### config.mk
export PLATFORM = sky130hd
export DESIGN_NAME = sdl_link
export DESIGN_NICKNAME = d
export VERILOG_FILES = /design/src/rtl/sdl_pkg.sv /design/src/rtl/sdl_link.sv
export SDC_FILE = /design/constraint.sdc
export NUM_CORES = 1
export LEC_CHECK = 0
export BUFFER_PORTS_ARGS = -buffer_cell sky130_fd_sc_hd__buf_2
export CAP_MARGIN = 30
export CORE_MARGIN = 4
export CORE_UTILIZATION = 35
export CTS_BUF_LIST = sky130_fd_sc_hd__clkbuf_16
export DETAILED_ROUTE_END_ITERATION = 8
export GPL_TIMING_DRIVEN = 1
export PLACE_DENSITY = 0.5
export SYNTH_ARGS = -nofsm -noshare
export SYNTH_HDL_FRONTEND = slang
export SYNTH_SLANG_ARGS = --single-unit
### constraint.sdc
create_clock -name core_clk_i -period 12.99 [get_ports core_clk_i]
set_clock_uncertainty 0.1 [all_clocks]
set_input_delay 0.6495 -clock core_clk_i [delete_from_list [all_inputs] [get_ports core_clk_i]]
set_output_delay 0.6495 -clock core_clk_i [all_outputs]
set_load 0.01 [all_outputs]
### src/rtl/sdl_pkg.sv
// Shared constants and state encodings of the single-pin debug link.
package sdl_pkg;
  // ----------------------------------------
  // Timing and sizing
  // ----------------------------------------
  localparam int CLK_PERIOD_NS = 10;
  localparam int DATA_W = 8;
  localparam int BUF_DEPTH = 2;
  localparam int CNT_W = 13;
  localparam int DIV_W = 10;
  localparam int MIN_DIV = 4;
  localparam int MAX_DIV = 512;
  localparam int AB_LOW_BITS = 8;
  localparam int BRK_BITS = 9;
  localparam int UNTR_THR = BRK_BITS * MAX_DIV;
  localparam int BREAK_CYC = 4096;
  localparam int FRAME_BITS = 10;
  localparam int STRAP_DLY = 2;
  localparam logic [7:0] BRK_OPCODE = 8'h00;
  // ----------------------------------------
  // Control and status fields
  // ----------------------------------------
  localparam int CTL_DBG_BIT = 7;
  localparam int CTL_BRKEN_BIT = 6;
  localparam int CTL_LOOP_BIT = 5;
  localparam logic [7:0] CTL_RST = 8'h00;
  localparam int STAT_DBG_BIT = 7;
  localparam int STAT_IDLE_BIT = 5;
  localparam int STAT_TRAIN_BIT = 0;
  // ----------------------------------------
  // Receiver states
  // ----------------------------------------
  typedef enum logic [2:0] {
    RX_UNTR = 3'h0,
    RX_AB = 3'h1,
    RX_IDLE = 3'h2,
    RX_START = 3'h3,
    RX_DATA = 3'h4,
    RX_STOP = 3'h5,
    RX_BRK = 3'h6,
    RX_HOLD = 3'h7
  } sdl_rx_e;
endpackage

### src/rtl/sdl_link.sv
// Single-pin debug link: autobaud serial, error breaks and debug-mode control.
// Notes on behaviour
// - One shared pin, driven only low; external pull-up gives high.
// - Half-duplex: never transmit while receiving.
// - Frame is low start, eight data bits LSB first, high stop.
// - Measure eight low bit times of 80h to set the bit period.
// - Stay silent after reset until host data has trained the link.
// - Bit period from 4 up to 512 system clocks.
// - Low for nine or more bit times is a break; retrain.
// - Flag low stop bit as framing error; flag transmit collision.
// - On any error abort, drive 4096-cycle break, reset autobaud.
// - Host break leaves control register and debug mode unchanged.
// - Link held in reset during break until pin returns high.
// - Debug mode stops fetch, exits halt, refreshes watchdog.
// - Enter debug on control write, enabled breakpoint, or pin low at reset.
// - Leave debug on bit cleared, power-on, brown-out or reset pin.
// - Pin low in stop mode requests system reset, leaving debug.
// - Opcode 00h with breakpoints on stops CPU; otherwise no-op.
// - Loop mode repeats breakpoint while interrupts and DMA run.
// - Status shows the CPU looping on a breakpoint.
// - Clearing loop bit makes next breakpoint set debug mode.
// - Commands stay disabled while looping on a breakpoint.
// - Debug bit is control bit 7; read protect forbids clearing it by a control write.
`timescale 1ns/1ps
`default_nettype none
module sdl_link #(
  parameter int DEPTH = sdl_pkg::BUF_DEPTH
) (
  input wire logic core_clk_i,
  input wire logic sys_rst_i,
  input wire logic debug_serial_pin_i,
  output logic debug_serial_pin_o,
  output logic debug_serial_pin_oe_n_o,
  output logic [sdl_pkg::DATA_W-1:0] rx_data_o,
  output logic rx_valid_o,
  input wire logic [sdl_pkg::DATA_W-1:0] tx_data_i,
  input wire logic tx_valid_i,
  output logic tx_ready_o,
  output logic err_break_o,
  output logic err_frame_o,
  output logic err_coll_o,
  input wire logic ctl_wr_i,
  input wire logic [7:0] ctl_wdata_i,
  output logic [7:0] debug_control_register_o,
  output logic [7:0] debug_status_register_o,
  input wire logic read_protect_option_i,
  input wire logic por_rst_i,
  input wire logic bor_rst_i,
  input wire logic ext_rst_n_i,
  input wire logic stop_mode_i,
  input wire logic cpu_decode_i,
  input wire logic [7:0] cpu_opcode_i,
  input wire logic dbg_exec_i,
  output logic cpu_fetch_stop_o,
  output logic halt_exit_o,
  output logic wdt_refresh_o,
  output logic brk_nop_o,
  output logic brk_loop_o,
  output logic cmd_enable_o,
  output logic sys_reset_req_o
);
  import sdl_pkg::*;

  localparam int PW = $clog2(DEPTH);
  if (DEPTH < 2 || (DEPTH & (DEPTH - 1)) != 0) begin : g_chk
    $error("DEPTH must be a power of two of at least two");
  end

  // ----------------------------------------
  // Synchronisers
  // ----------------------------------------
  logic pin_s1_q, pin_q, erst_s1_q, erst_n_q;
  always_ff @(posedge core_clk_i) begin
    if (sys_rst_i) begin
      pin_s1_q <= 1'h1;
      pin_q <= 1'h1;
      erst_s1_q <= 1'h1;
      erst_n_q <= 1'h1;
    end else begin
      pin_s1_q <= debug_serial_pin_i;
      pin_q <= pin_s1_q;
      erst_s1_q <= ext_rst_n_i;
      erst_n_q <= erst_s1_q;
    end
  end

  // ----------------------------------------
  // Shared link signals
  // ----------------------------------------
  sdl_rx_e rx_q;
  logic [CNT_W-1:0] tim_q, low_q, tx_tim_q, bit_m1, half_m1, thr;
  logic [DIV_W-1:0] bit_q, div;
  logic [3:0] nbit_q, tx_n_q;
  logic [DATA_W-1:0] sh_q;
  logic [FRAME_BITS-1:0] tx_sh_q;
  logic trained_q, tx_on_q, drive, host_brk, ferr, coll, err, tx_start;
  logic fifo_v;
  logic [DATA_W-1:0] fifo_d;

  assign bit_m1 = {3'h0, bit_q - 10'h001};
  assign half_m1 = {4'h0, bit_q[DIV_W-1:1]} - 13'h0001;
  assign div = tim_q[CNT_W-1:3];
  assign thr = trained_q ? ({bit_q, 3'h0} + {3'h0, bit_q}) : CNT_W'(UNTR_THR);
  assign drive = (rx_q == RX_BRK) || (tx_on_q && !tx_sh_q[0]);
  assign debug_serial_pin_o = 1'h0;
  assign debug_serial_pin_oe_n_o = !drive;
  assign host_brk = (low_q >= thr) && (rx_q != RX_BRK) && (rx_q != RX_HOLD);
  assign ferr = (rx_q == RX_STOP) && (tim_q == bit_m1) && !pin_q;
  assign coll = tx_on_q && tx_sh_q[0] && (tx_tim_q == bit_m1) && !pin_q;
  assign err = host_brk || ferr || coll;

  // Length of the current low level on the pin, ignoring our own drive.
  always_ff @(posedge core_clk_i) begin
    if (sys_rst_i || pin_q || drive) begin
      low_q <= '0;
    end else if (low_q != {CNT_W{1'h1}}) begin
      low_q <= low_q + 13'h0001;
    end
  end

  // ----------------------------------------
  // Receiver, autobaud and error break
  // ----------------------------------------
  always_ff @(posedge core_clk_i) begin
    rx_valid_o <= 1'h0;
    if (sys_rst_i) begin
      rx_q <= RX_UNTR;
      tim_q <= '0;
      nbit_q <= '0;
      sh_q <= '0;
      rx_data_o <= '0;
      trained_q <= 1'h0;
      bit_q <= DIV_W'(MAX_DIV);
    end else if (err) begin
      rx_q <= RX_BRK;
      tim_q <= '0;
      trained_q <= 1'h0;
    end else begin
      case (rx_q)
        RX_UNTR: begin
          tim_q <= '0;
          if (!pin_q) begin
            rx_q <= RX_AB;
            tim_q <= 13'h0001;
          end
        end
        RX_AB: begin
          if (pin_q) begin
            rx_q <= RX_UNTR;
            if (div >= DIV_W'(MIN_DIV) && div <= DIV_W'(MAX_DIV)) begin
              bit_q <= div;
              trained_q <= 1'h1;
              tim_q <= {4'h0, div[DIV_W-1:1]};
              nbit_q <= 4'h7;
              sh_q <= '0;
              rx_q <= RX_DATA;
            end
          end else begin
            tim_q <= tim_q + 13'h0001;
          end
        end
        RX_IDLE: begin
          tim_q <= '0;
          if (!pin_q && !tx_on_q) begin
            rx_q <= RX_START;
          end
        end
        RX_START: begin
          tim_q <= tim_q + 13'h0001;
          if (tim_q == half_m1) begin
            tim_q <= '0;
            nbit_q <= '0;
            rx_q <= pin_q ? RX_IDLE : RX_DATA;
          end
        end
        RX_DATA: begin
          tim_q <= tim_q + 13'h0001;
          if (tim_q == bit_m1) begin
            tim_q <= '0;
            sh_q <= {pin_q, sh_q[DATA_W-1:1]};
            nbit_q <= nbit_q + 4'h1;
            if (nbit_q == 4'h7) begin
              rx_q <= RX_STOP;
            end
          end
        end
        RX_STOP: begin
          tim_q <= tim_q + 13'h0001;
          if (tim_q == bit_m1) begin
            rx_data_o <= sh_q;
            rx_valid_o <= 1'h1;
            rx_q <= RX_IDLE;
          end
        end
        RX_BRK: begin
          tim_q <= tim_q + 13'h0001;
          if (tim_q == CNT_W'(BREAK_CYC - 1)) begin
            rx_q <= RX_HOLD;
          end
        end
        RX_HOLD: begin
          if (pin_q) begin
            rx_q <= RX_UNTR;
          end
        end
        default: rx_q <= RX_UNTR;
      endcase
    end
  end

  always_ff @(posedge core_clk_i) begin
    if (sys_rst_i) begin
      err_break_o <= 1'h0;
      err_frame_o <= 1'h0;
      err_coll_o <= 1'h0;
    end else begin
      err_break_o <= host_brk;
      err_frame_o <= ferr;
      err_coll_o <= coll;
    end
  end

  // ----------------------------------------
  // Transmit buffer
  // ----------------------------------------
  logic [DATA_W-1:0] mem_q [DEPTH];
  logic [PW-1:0] wp_q, rp_q;
  logic [PW:0] cnt_q;
  logic push;
  assign tx_ready_o = (cnt_q != (PW+1)'(DEPTH));
  assign fifo_v = (cnt_q != '0);
  assign fifo_d = mem_q[rp_q];
  assign push = tx_valid_i && tx_ready_o;
  always_ff @(posedge core_clk_i) begin
    if (sys_rst_i || err) begin
      wp_q <= '0;
      rp_q <= '0;
      cnt_q <= '0;
    end else begin
      if (push) begin
        mem_q[wp_q] <= tx_data_i;
        wp_q <= wp_q + 1'h1;
      end
      if (tx_start) begin
        rp_q <= rp_q + 1'h1;
      end
      if (push && !tx_start) begin
        cnt_q <= cnt_q + 1'h1;
      end else if (!push && tx_start) begin
        cnt_q <= cnt_q - 1'h1;
      end
    end
  end

  // ----------------------------------------
  // Transmitter
  // ----------------------------------------
  assign tx_start = trained_q && (rx_q == RX_IDLE) && pin_q && !tx_on_q && fifo_v;
  always_ff @(posedge core_clk_i) begin
    if (sys_rst_i || err) begin
      tx_on_q <= 1'h0;
      tx_sh_q <= {FRAME_BITS{1'h1}};
      tx_n_q <= '0;
      tx_tim_q <= '0;
    end else if (tx_start) begin
      tx_on_q <= 1'h1;
      tx_sh_q <= {1'h1, fifo_d, 1'h0};
      tx_n_q <= '0;
      tx_tim_q <= '0;
    end else if (tx_on_q) begin
      tx_tim_q <= tx_tim_q + 13'h0001;
      if (tx_tim_q == bit_m1) begin
        tx_tim_q <= '0;
        tx_sh_q <= {1'h1, tx_sh_q[FRAME_BITS-1:1]};
        tx_n_q <= tx_n_q + 4'h1;
        if (tx_n_q == 4'(FRAME_BITS - 1)) begin
          tx_on_q <= 1'h0;
        end
      end
    end
  end

  // ----------------------------------------
  // Debug mode control
  // ----------------------------------------
  logic [7:0] ctl_q, ctl_d;
  logic idle_q, brk_hit, leave, wake, strap;
  logic [1:0] rel_q;
  assign brk_hit = cpu_decode_i && (cpu_opcode_i == BRK_OPCODE) && ctl_q[CTL_BRKEN_BIT];
  assign wake = stop_mode_i && !pin_q && !drive;
  assign leave = por_rst_i || bor_rst_i || !erst_n_q || wake;
  assign strap = (rel_q == 2'(STRAP_DLY)) && !pin_q;

  always_ff @(posedge core_clk_i) begin
    if (sys_rst_i) begin
      rel_q <= '0;
    end else if (rel_q != 2'h3) begin
      rel_q <= rel_q + 2'h1;
    end
  end

  always_comb begin
    ctl_d = ctl_q;
    if (ctl_wr_i) begin
      ctl_d = ctl_wdata_i;
      if (read_protect_option_i && ctl_q[CTL_DBG_BIT]) begin
        ctl_d[CTL_DBG_BIT] = 1'h1;
      end
    end
    if ((brk_hit && !ctl_q[CTL_LOOP_BIT]) || strap) begin
      ctl_d[CTL_DBG_BIT] = 1'h1;
    end
    if (leave) begin
      ctl_d[CTL_DBG_BIT] = 1'h0;
    end
  end

  // The link error path never touches this register.
  always_ff @(posedge core_clk_i) begin
    if (sys_rst_i) begin
      ctl_q <= CTL_RST;
      idle_q <= 1'h0;
      sys_reset_req_o <= 1'h0;
    end else begin
      ctl_q <= ctl_d;
      sys_reset_req_o <= wake;
      if (leave || ctl_d[CTL_DBG_BIT]) begin
        idle_q <= 1'h0;
      end else if (brk_hit) begin
        idle_q <= ctl_q[CTL_LOOP_BIT];
      end
    end
  end

  assign debug_control_register_o = ctl_q;
  always_comb begin
    debug_status_register_o = 8'h00;
    debug_status_register_o[STAT_DBG_BIT] = ctl_q[CTL_DBG_BIT];
    debug_status_register_o[STAT_IDLE_BIT] = idle_q;
    debug_status_register_o[STAT_TRAIN_BIT] = trained_q;
  end
  assign cpu_fetch_stop_o = ctl_q[CTL_DBG_BIT] && !dbg_exec_i;
  assign halt_exit_o = ctl_q[CTL_DBG_BIT];
  assign wdt_refresh_o = ctl_q[CTL_DBG_BIT];
  assign brk_nop_o = cpu_decode_i && (cpu_opcode_i == BRK_OPCODE) && !ctl_q[CTL_BRKEN_BIT];
  assign brk_loop_o = idle_q;
  assign cmd_enable_o = ctl_q[CTL_DBG_BIT] && !idle_q;
endmodule // sdl_link
`default_nettype wire

# Yosys cells after proc, flatten, opt, wreduce, memory -nomap -nowiden
# Memory sizes are Yosys's and may differ from the RTL's. A register that Yosys moved wholly into a read port is not among the register bits.
# Index checks and enable logic that the tools add are counted.
[totals]
reg_bits = 111
mem_bits_rw = 16
output_inout_bits = 38
word_cells = 209
mem_count = 1
[memory_table]
columns = ["memory", "depth", "word_bits", "read_ports", "rd_ports_with_merged_regs", "wr", "line", "rtl"]
rows = [
  ["mem_q", 2, 8, 1, 1, 1, "sdl_link.sv:226", "logic [DATA_W-1:0] mem_q [DEPTH];"],
]
[op_classes]
add_sub_neg = 13
order_cmp = 3
eq_ne = 39
mux = 49
bitwise = 2
n_reduce_logical = 73
[ops]
columns = ["op", "count"]
rows = [
  ["2-to-1 mux 13 bit", 6],
  ["one-hot mux 13 bit (6 select lines)", 1],
  ["adder 13 x 1 -> 13 bit, second input constant", 3],
  ["2-to-1 mux 3 bit", 12],
  ["2-to-1 mux 8 bit", 4],
  ["!= test 3 bit, second input constant", 10],
  ["logical AND 1 bit", 27],
  ["2-to-1 mux 9 bit", 3],
  ["equality test 13 x 10 -> 1 bit", 2],
  ["one-hot mux 3 bit (8 select lines)", 1],
  ["!= test 2 bit, second input constant", 10],
  ["AND reduction 9 bit", 2],
  ["2-to-1 mux 4 bit", 4],
  ["one-hot mux 8 bit (2 select lines)", 1],
  ["2-to-1 mux 1 bit", 14],
  ["adder 13 x 10 -> 13 bit", 1],
  ["equality test 13 x 12 -> 1 bit, second input constant", 1],
  ["equality test 13 bit", 1],
  ["greater-or-equal comparator 13 bit", 1],
  ["!= test 13 bit, second input constant", 1],
  ["equality test 3 bit, second input constant", 4],
  ["one-hot mux 4 bit (3 select lines)", 1],
  ["zero test 1 bit", 11],
  ["logical OR 1 bit", 11],
  ["29 further kinds", 47],
]

# Longest topological paths before layout
# Gate-level depths: netlist (run 1).
[logic_depth]
word_depth = 10
ltp_mapped = 22

# Worst setup path after synthesis (run 1)
# No wires, ideal clock.
[synth_timing]
kind = "register -> register"
startpoint = "register bit_q[4]"
endpoint = "memory mem_q[0][0] (enable)"
arrival_ns = 4.387
t_required_ns = 12.507
path_slack_ns = 8.120
path_stages_with_launch = 22
path_buffers = 4
synth_period_minus_slack_ns = 4.870
path_cell_list = "dfxtp_1 > buf_2 > buf_2 > inv_1 > fa_1 > nor2b_1 > o21ai_0 > a21oi_1 > o21ai_0 > a21boi_0 > o21ai_0 > xnor2_1 > nand2_1 > ha_1 > a21o_1 > a21oi_1 > nor2_1 > a21o_1 > or4_1 > buf_2 > buf_2 > nor3_1"
[synth_between]
elab_chain_cells = 10
[synth_lines]
columns = ["element", "line", "rtl"]
rows = [
  ["start: declaration", "sdl_link.sv:92", "logic [DIV_W-1:0] bit_q, div;"],
  ["start signal: assignment", "sdl_link.sv:133", "bit_q <= DIV_W'(MAX_DIV);"],
  ["start signal: assignment", "sdl_link.sv:151", "bit_q <= div;"],
  ["adder 13 x 10 -> 13 bit", "sdl_link.sv:103", "assign thr = trained_q ? ({bit_q, 3'h0} + {3'h0, bit_q}) : CNT_W'(UNTR_THR);"],
  ["2-to-1 mux 13 bit", "sdl_link.sv:103", ""],
  ["greater-or-equal comparator 13 bit", "sdl_link.sv:107", "assign host_brk = (low_q >= thr) && (rx_q != RX_BRK) && (rx_q != RX_HOLD);"],
  ["logical AND 1 bit (2 in a row)", "sdl_link.sv:107", ""],
  ["logical OR 1 bit", "sdl_link.sv:110", "assign err = host_brk || ferr || coll;"],
  ["logical OR 1 bit (*)", "sdl_link.sv:110", ""],
  ["logical OR 1 bit (*)", "sdl_link.sv:235", "if (sys_rst_i || err) begin"],
  ["2-to-1 mux 1 bit (*)", "sdl_link.sv:235", ""],
  ["2-to-1 mux 1 bit (implied by the code) (*)", "sdl_link.sv:241", "mem_q[wp_q] <= tx_data_i;"],
  ["end: declaration", "sdl_link.sv:226", ""],
]
# Mark *: on every way between the ends. The rest lies on a longest branch, timed or not.

# Worst setup path in the final report (run 1)
[layout_timing]
startpoint = "register bit_q[3]"
endpoint = "memory mem_q[1][3] (enable)"
# The elaborated chain is that of the path after synthesis.

==> results of run 1 <==
==> power by group <==
part / total, mW / leakage [nW] / switching (mW) / internal (mW)
logic: 0.124 / 2.11 / 0.0765 / 0.0471
registers: 0.441 / 1.05 / 0.0248 / 0.417
clock network: 0.512 / 0.308 / 0.188 / 0.324
total: 1.08 / 3.47 / 0.289 / 0.788
==> path summary, 6_finish.rpt <==
kind | start | endpoint | slack (ps) | cells after the start
min | erst_s1_q | erst_n_q | 310 | 1
max reg2reg | bit_q[3] | mem_q[1][3] | 7410 | 19
min reg2reg | erst_s1_q | erst_n_q | 310 | 1
max | bit_q[3] | mem_q[1][3] | 7410 | 19
==> critical path: cells and delay by family, from the launching register on <==
family                     cells  cell delay, ps
adders and majority gates      3            1000
and+or+nand+nor                5            1520
xor gates and xnor gates       1             180
DFF                            1             810
buffers and inverters          2             320
AOI/OAI and AO/OA              8            1270
==> sequential cells by signal (all words and copies together) (netlist names), 2 cells and up, named ones only <==
name,count
low_q,13
tx_tim_q,13
bit_q,10
nbit_q,4
tx_sh_q,9
debug_control_register_o,8
rx_data_o,8
tim_q,13
cnt_q,2
rx_q,3
tx_n_q,4
mem_q,16
rel_q,2
sh_q,8
==> cells in the final DEF, fill, tap and decap left out, types with 19 or more instances in the layout <==
cell,n
xnor2_1,34
nand3_1,24
nor3_1,26
buf_2,67
nand2b_1,19
mux2i_1,43
dfxtp_1,112
inv_1,24
xor2_1,34
ha_1,32
o21ai_0,31
nand2_1,61
nor2_1,100
nand4_1,19
a21oi_1,38
==> cell type report <==
class | instances | area [sq um]
Fill cell | 2148 | 12500
Multi-Input combinational cell | 661 | 4490
Sequential cell | 128 | 2720
Clock buffer | 17 | 425
Timing Repair Buffer | 74 | 392
Tap cell | 275 | 344
Clock inverter | 15 | 208
Inverter | 24 | 90.1
==> metrics by stage <==
stage	instance area, sq um	setup slack [ps]	hold slack [ps]	instances	utilization, %
finish	8670	7410	309	1194	40.9
global route	8670	6890	305	1194	40.9
CTS	8670	7360	302	1194	40.9
detailed placement	8040	7380	297	1162	37.9
global placement	8030	7440	296	1161	37.8
floorplan	7630	8120	289	883	-
==> routing by layer <==
layer / global-route usage (%) / vias up
li1: - / 3167
met1: 20.4 / 2828
met2: 24.9 / 166
met3: 3.17 / 19
met4: 4.34 / 0
met5: 0 / -
==> kinds of logic (layout without fill, tap and decap cells) <==
logic type      Yosys count  in the layout
xor+xnor                 72             72
flops                   128            128
fa+ha+maj                33             33
compound gates          163            163
simple gates            343            343
other cells               1              6
mux                      44             44
buf+inv                  94            130
==> out/results.ini, run 1 <==
[cts]
ctsResizeCount=0
hold_buffers=0
postCtsSetupBuffers=0
root_buffer=clkbuf_16
path_clk_slew_ps=60
clk_path_buf_depth=2
cts_htree_levels=4
numClockSinks=128
cts_buffers=17
tritoncts=done
clk_latency_ps=410

[global_route]
grt_pass1_vias=6024
grt_max_degree=59
overflow=0
antenna_found_initial=0
grt_pass1_wl_um=30300
grt_util_all_layers_pct=15.2

[timing]
period_needed_ps=5580
hold_viol=0
finalSetupTns_ps=0
max_freq_mhz=179
rsz0062_at_grt=no
worstMarginPinSlew_ps=948
max_slew_margin_pct=36.3
slew_violations=0
setup_viol=0
fin_crit_sh_pct=43.0

[detailed_routing]
wl_per_cell_um=15.2
first_pass_iters=5
wl_um=18100
viasPerCell=5.18
met2_wirelength_um=8110
wl_met1_um=8770
top_layer_used=met4
drtIter0Drc=347
via_count=6180
drtAntennaViolNets=0
drc=0
dr_wl_met3_um=925

[finish]
nets=975
layout-drive-gt1-share_pct=14.9
antennaDiodeCount=0
area_growth_pct=13.9

[worst_setup_path]
cp-end-kind=flop
cp_max_fo=33
required_ps=12930
crit_slowest_cell=dfxtp_1
crit_type=reg2reg
critPathMaxStageDelay_ps=810
arrival_ps=5520
start_kind=flop
path_cells=ha_1, inv_1, fa_1, nor2b_1, o21ai_0, a21oi_1, o21ai_0, a21boi_0, o21ai_0, xnor2_1, nand2_1, ha_1, a21o_1, a21oi_1, nor2_1, a21o_1, or4_1, buf_4, nor3_1
cp_common_cell=o21ai_0

[yosys]
synth_xor_area_share_pct=9.01
synth_top_cell_area_share_pct=29.4
synthTopCellsByArea=dfxtp_1 29%, edfxtp_1 6.3%, mux2i_1 5.7%, ha_1 5.3%, nor2_1 4.9%
synthCells=878
seq_area_frac_synth_pct=35.8
synthTopCellsByCount=112 x dfxtp_1, 100 x nor2_1, 61 x nand2_1
synthMuxAreaShare_pct=5.80
synth_area_sq_um=7610
synth_cell_types=76
synth_edf_count=16
synth_compound_area_share_pct=14.8
yosysMostFrequentCell=dfxtp_1
async_reset_ff_share_pct=0
synth_adder_area_share_pct=5.52
synth_seq_cells=128
avgSynthCellArea_sq_um=8.67
ys.flop_type=dfxtp_1
yosysTopAreaCell=dfxtp_1
synth_top_family_by_area=simple AND/OR/NAND/NOR gates
synth_warnings=0
yosys.area_share.simple_pct=23.5

[floorplanning]
floorplan.die_area_sq_um=24200
die_h_um=155
io_pins=74
rows=53
die_x_um=155
initial_utilization_pct=35.9
core_sq_um=21200

[power]
power.density_nw_per_um2=124
vdd_drop_max_mv=0.0864
power.leakage_nw=3.47
total_power_mw=1.08

[flow_run]
cap_viol_max_count=0

[placed_design]
hpwlAfterDp_um=12900
place.port_buffers=67
gp_congestion=0.809

[run_status]
status=finished, final reports clean

[worst_hold_path]
hold_path_class=reg2reg

(Power assumes the default switching activity.)
==> run 2: changes to the inputs <==
Settings changed: ABC_AREA set to 1, PLACE_DENSITY 0.5 to 0.52.
Clock period 12.99 ns to 4.9 ns, I/O delays scaled along.
==> run 2 against run 1 <==
Against the previous run: critical path type unchanged; largest cell class unchanged; area after synthesis up 0.90%; first-iteration DRC count up 39%; routed wire length up 16%.
==> out/results.ini, run 2 <==
[cts]
path_clk_slew_ps=70  ; about the same
clk_path_buf_depth=2  ; unchanged
cts_htree_levels=4  ; unchanged
clk_latency_ps=430  ; +20 ps
tritoncts=done
numClockSinks=128  ; unchanged
root_buffer=clkbuf_16
cts_buffers=17  ; unchanged
postCtsSetupBuffers=0  ; unchanged

[timing]
worstMarginPinSlew_ps=782  ; -166 ps
max_freq_mhz=232  ; +30%
finalSetupTns_ps=0  ; unchanged
setup_viol=0  ; unchanged
period_needed_ps=4310  ; -1280 ps
max_slew_margin_pct=47.4  ; +11 points
fin_crit_sh_pct=87.9  ; +45 points
slew_violations=0  ; unchanged
worst_slack_ps=593  ; -6810 ps
rsz0062_at_grt=no
worst_hold_slack_ps=7.80  ; -301 ps
hold_viol=0  ; unchanged

[finish]
layout-drive-gt1-share_pct=12.7  ; -2.2 points
mostFrequentLayoutCells=249 x nand2_1, 148 x nor2_1, 132 x inv_1
antennaDiodeCount=0  ; unchanged
largest_register=mem_q
instances_no_fill=1491  ; +25%
largest_reg_flops=16  ; unchanged
nets=1272  ; +30%
area_growth_pct=16.8
layout_commonest_cell=nand2_1

[global_route]
overflow=0  ; unchanged
grt_max_degree=25  ; -58%
grt_use_met1_pct=22.7  ; +2.4 points
met3_usage_pct=2.94  ; -0.23 points
antenna_found_initial=0  ; unchanged
met2_usage_pct=29.7  ; +4.7 points
grt_util_all_layers_pct=17.4  ; +2.2 points
grt_pass1_vias=6967  ; +16%
busiest_layer=met2
grt_pass1_wl_um=34500  ; +14%

[worst_setup_path]
crit_slowest_cell=dfxtp_1
required_ps=5150  ; -7780 ps
r2r_setup_slack_ps=590  ; -6810 ps
cp_max_fo=13  ; -61%
path_cells=inv_1, fa_1, o31ai_1, and2_1, nor2_1, o21bai_1, nand2_1, nand2_1, nand2_1, nand2_1, nand3_1, ha_1, nand2_1, o21ai_0, a21oi_1, nand3_1, nand2_1, nand2_2, nor2_4, nand2_4, inv_2, nand2_1, nor3_1
cp_common_cell=nand2_1
critPathMaxStageDelay_ps=520  ; -290 ps
critPathBufInv=2  ; unchanged
crit_type=reg2reg
cp-end-kind=flop
start_kind=flop
arrival_ps=4550  ; -970 ps
critPathTopFamily=simple AND/OR/NAND/NOR gates

[yosys]
seq_area_frac_synth_pct=35.4  ; -0.32 points
synthCells=1132  ; +29%
synth_edf_count=16  ; unchanged
yosys.area_share.simple_pct=32.8  ; +9.3 points
synth_xor_area_share_pct=3.08  ; -5.9 points
synth_seq_cells=128  ; unchanged
synth_top_cell_area_share_pct=29.2  ; -0.26 points
synth_area_sq_um=7680  ; +0.90%
synth_top_family_by_area=simple AND/OR/NAND/NOR gates
yosysMostFrequentCell=nand2_1
synth_adder_area_share_pct=5.47  ; -0.049 points
synth_cell_types=45  ; -41%
synthTopCellsByArea=dfxtp_1 29%, nand2_1 12%, nor2_1 7.2%, inv_1 6.4%, edfxtp_1 6.3%
ys.flop_type=dfxtp_1
synthMuxAreaShare_pct=0.130  ; -5.7 points
yosysTopAreaCell=dfxtp_1
synth_warnings=0  ; unchanged
synth_compound_area_share_pct=12.9  ; -1.9 points
synthTopCellsByCount=249 x nand2_1, 148 x nor2_1, 132 x inv_1
async_reset_ff_share_pct=0  ; unchanged
avgSynthCellArea_sq_um=6.79  ; -22%

[power]
p_int_mw=1.98  ; +150%
power.density_nw_per_um2=320  ; +160%
vdd_drop_max_mv=0.173  ; +100%
power.leakage_nw=4.08  ; +18%
power.switching_uw=896  ; +210%
p_seq_share_pct=39.9  ; -1.1 points
p_sw_share_pct=31.2  ; +4.3 points
comb_power_share_pct=14.2  ; +2.7 points
power_frac_clock_pct=45.9  ; -1.7 points

[placed_design]
hpwlAfterDp_um=15900  ; +23%
place.port_buffers=67  ; unchanged
pre_cts_ws_ps=496  ; -6880 ps
dp_cells=1442  ; +24%
gp_congestion=0.937  ; +16%

[run_status]
status=finished, final reports clean

[floorplanning]
rows=53  ; unchanged
die_x_um=156  ; +0.43%
io_pins=74  ; unchanged
initial_utilization_pct=36.1  ; +0.21 points
floorplan.die_area_sq_um=24400  ; +0.86%
core_sq_um=21300  ; +0.31%
die_h_um=156  ; +0.43%

[flow_run]
cap_viol_max_count=0  ; unchanged

[detailed_routing]
first_pass_iters=6  ; +1
wl_um=20900  ; +16%
viasPerCell=4.83  ; -6.7%
wl_per_cell_um=14.0  ; -7.5%
drtIter0Drc=481  ; +39%
drtAntennaViolNets=0  ; unchanged
drc=0  ; unchanged
via_count=7197  ; +16%

[worst_hold_path]
hold_path_class=in2reg

run 2: cell count changes in the layout (fill, tap and decap cells not counted), moves of 36 or more:
cell / change
inv_1: +108
mux2i_1: -42
a21oi_1: +45
o21ai_0: +36
nand3_1: +65
nand2_1: +188
nor2_1: +48
run 2: worst reg2reg max path, stage by stage (launching register included):
cell	delay (ps)
dfxtp_1	520
inv_1	170
fa_1	450
o31ai_1	300
and2_1	190
nor2_1	40
o21bai_1	150
nand2_1	90
nand2_1	80
nand2_1	50
nand2_1	50
nand3_1	80
ha_1	300
nand2_1	80
o21ai_0	80
a21oi_1	120
nand3_1	160
nand2_1	200
nand2_2	90
nor2_4	120
nand2_4	130
inv_2	280
nand2_1	220
nor3_1	180
run 2: cell type report:
cell class | instances | area, sq um
fillers | 2260 | 12300
multi-input cells | 823 | 4200
flip-flops and latches | 128 | 2730
repair buffers | 93 | 573
inverters | 140 | 526
clock buffers | 17 | 425
well taps | 275 | 344
clock inverters | 15 | 183
run 2: cells by family (layout without fill, tap and decap cells):
| kind of cell | count (synthesis) | after routing |
|---|---|---|
| XOR/XNOR | 27 | 27 |
| flip-flops | 128 | 128 |
| AO/OA/AOI/OAI | 184 | 184 |
| buffers and inverters | 186 | 265 |
| multiplexers | 1 | 1 |
| AND/OR/NAND/NOR | 572 | 572 |
| adder cells (fa/ha/maj) | 33 | 33 |
| other | 1 | 6 |
run 2: what timing repair did:
item                                   in CTS  in global routing
hold buffers                               17                  0
resized for setup                           0                  2
endpoints found under the hold margin      25                  0
setup endpoints to repair                   0                  2
run 2: worst paths after layout:
check	from	endpoint	cells past startpoint
max reg2reg	bit_q[4]	tx_n_q[3]	23
min	ctl_wdata_i[6]	debug_control_register_o[6]	3
max	bit_q[4]	tx_n_q[3]	23
min reg2reg	pin_s1_q	pin_q	1
run 2: power groups by stage:
stage	registers, mW	logic (mW)	clock network (mW)
after floorplan	1.15	0.292	0
after global placement	1.17	0.399	0
after detailed placement	1.17	0.395	0
after CTS	1.14	0.408	1.35
after global routing	1.15	0.468	1.39
final	1.14	0.409	1.32
run 2: layer usage:
metal | up-vias | routed length, um
met5 | - | 0
li1 | 3813 | -
met2 | 114 | 10100
met1 | 3251 | 9860
met4 | 0 | 261
met3 | 19 | 677
run 2: metrics by stage:
step | cell area, sq um | total power, mW | utilization (%)
2_1_floorplan | 7700 | 1.45 | -
3_3_place_gp | 8200 | 1.57 | 38.5
3_5_place_dp | 8200 | 1.56 | 38.5
4_1_cts | 8970 | 2.90 | 42.2
5_1_grt | 8980 | 3.01 | 42.2
6_report | 8980 | 2.87 | 42.2
==> run 3: changes to the inputs <==
Settings changed: CORE_ASPECT_RATIO set to 1.4, CORE_MARGIN 4 to 3.
==> run 3 against run 2 <==
Against the previous run: final cell count grew 1.4%; critical endpoint unchanged; total power grew 0.39%; die area decreased by 2.4%; critical path type unchanged; first-iteration DRC count decreased by 1.7%; largest cell class unchanged; critical path depth rose by 1.
==> out/results.ini, run 3 (synthesis gave the netlist of run 2 again) <==
[finish]
layout-drive-gt1-share_pct=12.6  ; -0.042 points
mostFrequentLayoutCells=249 x nand2_1, 148 x nor2_1, 132 x inv_1
area_growth_pct=17.4
nets=1276  ; +0.31%
largest_register=mem_q
stdcell_area_sq_um=9020  ; +0.50%
largest_reg_flops=16  ; unchanged
antennaDiodeCount=0  ; unchanged
layout_commonest_cell=nand2_1

[cts]
cts_buffers=17  ; unchanged
cts_htree_levels=4  ; unchanged
path_clk_slew_ps=70  ; about the same
root_buffer=clkbuf_16
postCtsSetupBuffers=0  ; unchanged
tritoncts=done
clk_path_buf_depth=2  ; unchanged
numClockSinks=128  ; unchanged
clk_latency_ps=430  ; about the same

[worst_hold_path]
hold_path_class=in2reg
whs_endpoint=debug_control_register_o[7]
hold_depth=4  ; +1
hold_start=por_rst_i

[placed_design]
place.port_buffers=67  ; unchanged
gp_congestion=0.909  ; -3.0%
hpwlAfterDp_um=16600  ; +4.7%
dpl-instance-area_sq_um=8240  ; +0.53%

[global_route]
grt_util_all_layers_pct=18.3  ; +0.91 points
grt_max_degree=38  ; +52%
overflow=0  ; unchanged
antenna_found_initial=0  ; unchanged
grt_pass1_vias=7069  ; +1.5%
grt_pass1_wl_um=35400  ; +2.5%

[timing]
setup_viol=0  ; unchanged
period_needed_ps=4390  ; +87.9 ps
worstMarginPinSlew_ps=741  ; -40.8 ps
fin_crit_sh_pct=89.7  ; +1.8 points
max_slew_margin_pct=50.6  ; +3.2 points
finalSetupTns_ps=0  ; unchanged
max_freq_mhz=228  ; -2.0%
slew_violations=0  ; unchanged
rsz0062_at_grt=no
hold_viol=0  ; unchanged

[detailed_routing]
first_pass_iters=5  ; -1
viasPerCell=4.88  ; +1.1%
wl_per_cell_um=14.4  ; +2.9%
drc=0  ; unchanged
drtIter0Drc=473  ; -1.7%
wl_um=21800  ; +4.3%
via_count=7377  ; +2.5%
drtAntennaViolNets=0  ; unchanged

[worst_setup_path]
r2r_end=tx_n_q[3]
cp_common_cell=nand2_1
crit_type=reg2reg
r2r-start=bit_q[3]
arrival_ps=4640  ; +90 ps
r2r_setup_slack_ps=510  ; -90 ps
critPathMaxStageDelay_ps=560  ; +40 ps
required_ps=5150  ; about the same
start_kind=flop
path_cells=ha_1, inv_1, fa_1, o31ai_1, and2_1, nor2_1, o21bai_1, nand2_1, nand2_1, nand2_1, nand2_1, nand3_1, ha_1, nand2_1, o21ai_0, a21oi_1, nand3_1, nand2_1, nand2_2, nor2_4, nand2_4, inv_2, nand2_1, nor3_1
crit_slowest_cell=dfxtp_1
cp-end-kind=flop
ff2ff_path_depth=24  ; +4.3%
cp_max_fo=15  ; +2

[floorplanning]
die_h_um=181  ; +16%
io_pins=74  ; unchanged
rows=63  ; +19%
die_x_um=131  ; -16%
core_sq_um=21400  ; +0.35%
initial_utilization_pct=36.0  ; -0.13 points
floorplan.die_area_sq_um=23800  ; -2.4%

[power]
power.leakage_nw=4.10  ; +0.42%
power.density_nw_per_um2=320  ; -0.11%
vdd_drop_max_mv=0.246  ; +43%

[run_status]
status=finished, final reports clean

[flow_run]
cap_viol_max_count=0  ; unchanged

## run 3: changes by cell type in the layout (fill, tap and decap cells not counted), sizes merged
cell         before  now
buf              76   79
clkbuf           17   18
clkinv            8    5
dlygate4sd3      17   18
inv             146  148
## run 3: critical path: cells and delay by family, from the launching register on
family	cells	cell delay (ps)
buf+inv	2	290
flops	1	560
simple gates	15	1760
compound gates	4	650
fa+ha+maj	3	950
## run 3: stage by stage
stage | power [mW] | hold slack, ps | utilization (%) | std cells | worst slack [ps]
finish | 2.88 | 20.6 | 42.2 | 1512 | 505
floorplan | 1.45 | 244 | - | 1137 | 721
global placement | 1.57 | 292 | 38.6 | 1462 | 592
global route | 3.00 | 42.1 | 42.2 | 1512 | 43.1
CTS | 2.91 | 14.7 | 42.2 | 1512 | 460
detailed placement | 1.57 | 299 | 38.6 | 1462 | 473
## run 3: area by class of cell
cell class	instances	area, sq um
multi-input combinational	823	4200
sequential	128	2720
fill	2266	12300
clock buffer	18	450
clock inverter	14	151
timing repair buffer	97	606
inverter	140	526
tap	292	365
## run 3: report_power, final
| group | switching (mW) | internal [mW] | total, mW | leakage, nW |
|---|---|---|---|---|
| Combinational | 0.278 | 0.136 | 0.415 | 2.74 |
| Clock | 0.567 | 0.756 | 1.32 | 0.299 |
| Sequential | 0.0427 | 1.10 | 1.15 | 1.05 |
## run 3: how the worst max path moves through the flow
stage / from / cells after the start / endpoint
after global placement: bit_q[3] / 24 / rx_data_o[1]
final: bit_q[3] / 24 / tx_n_q[3]
after detailed placement: bit_q[3] / 24 / rx_data_o[3]
after CTS: bit_q[3] / 24 / tx_n_q[3]
after global routing: bit_q[3] / 24 / tx_tim_q[1]
after floorplan: bit_q[3] / 22 / mem_q[1][0]
## run 3: per-layer routing
layer	vias up	wire length, um	global-route usage (%)
li1	3830	-	-
met2	176	11100	34.0
met1	3331	9100	20.8
met4	0	653	7.31
met3	40	908	3.09
met5	-	0	0
## run 3: what timing repair did
| item | in CTS | in global routing |
|---|---|---|
| endpoints found under the hold margin | 26 | 0 |
| hold buffers | 18 | 0 |
| gates resized for setup | 0 | 0 |
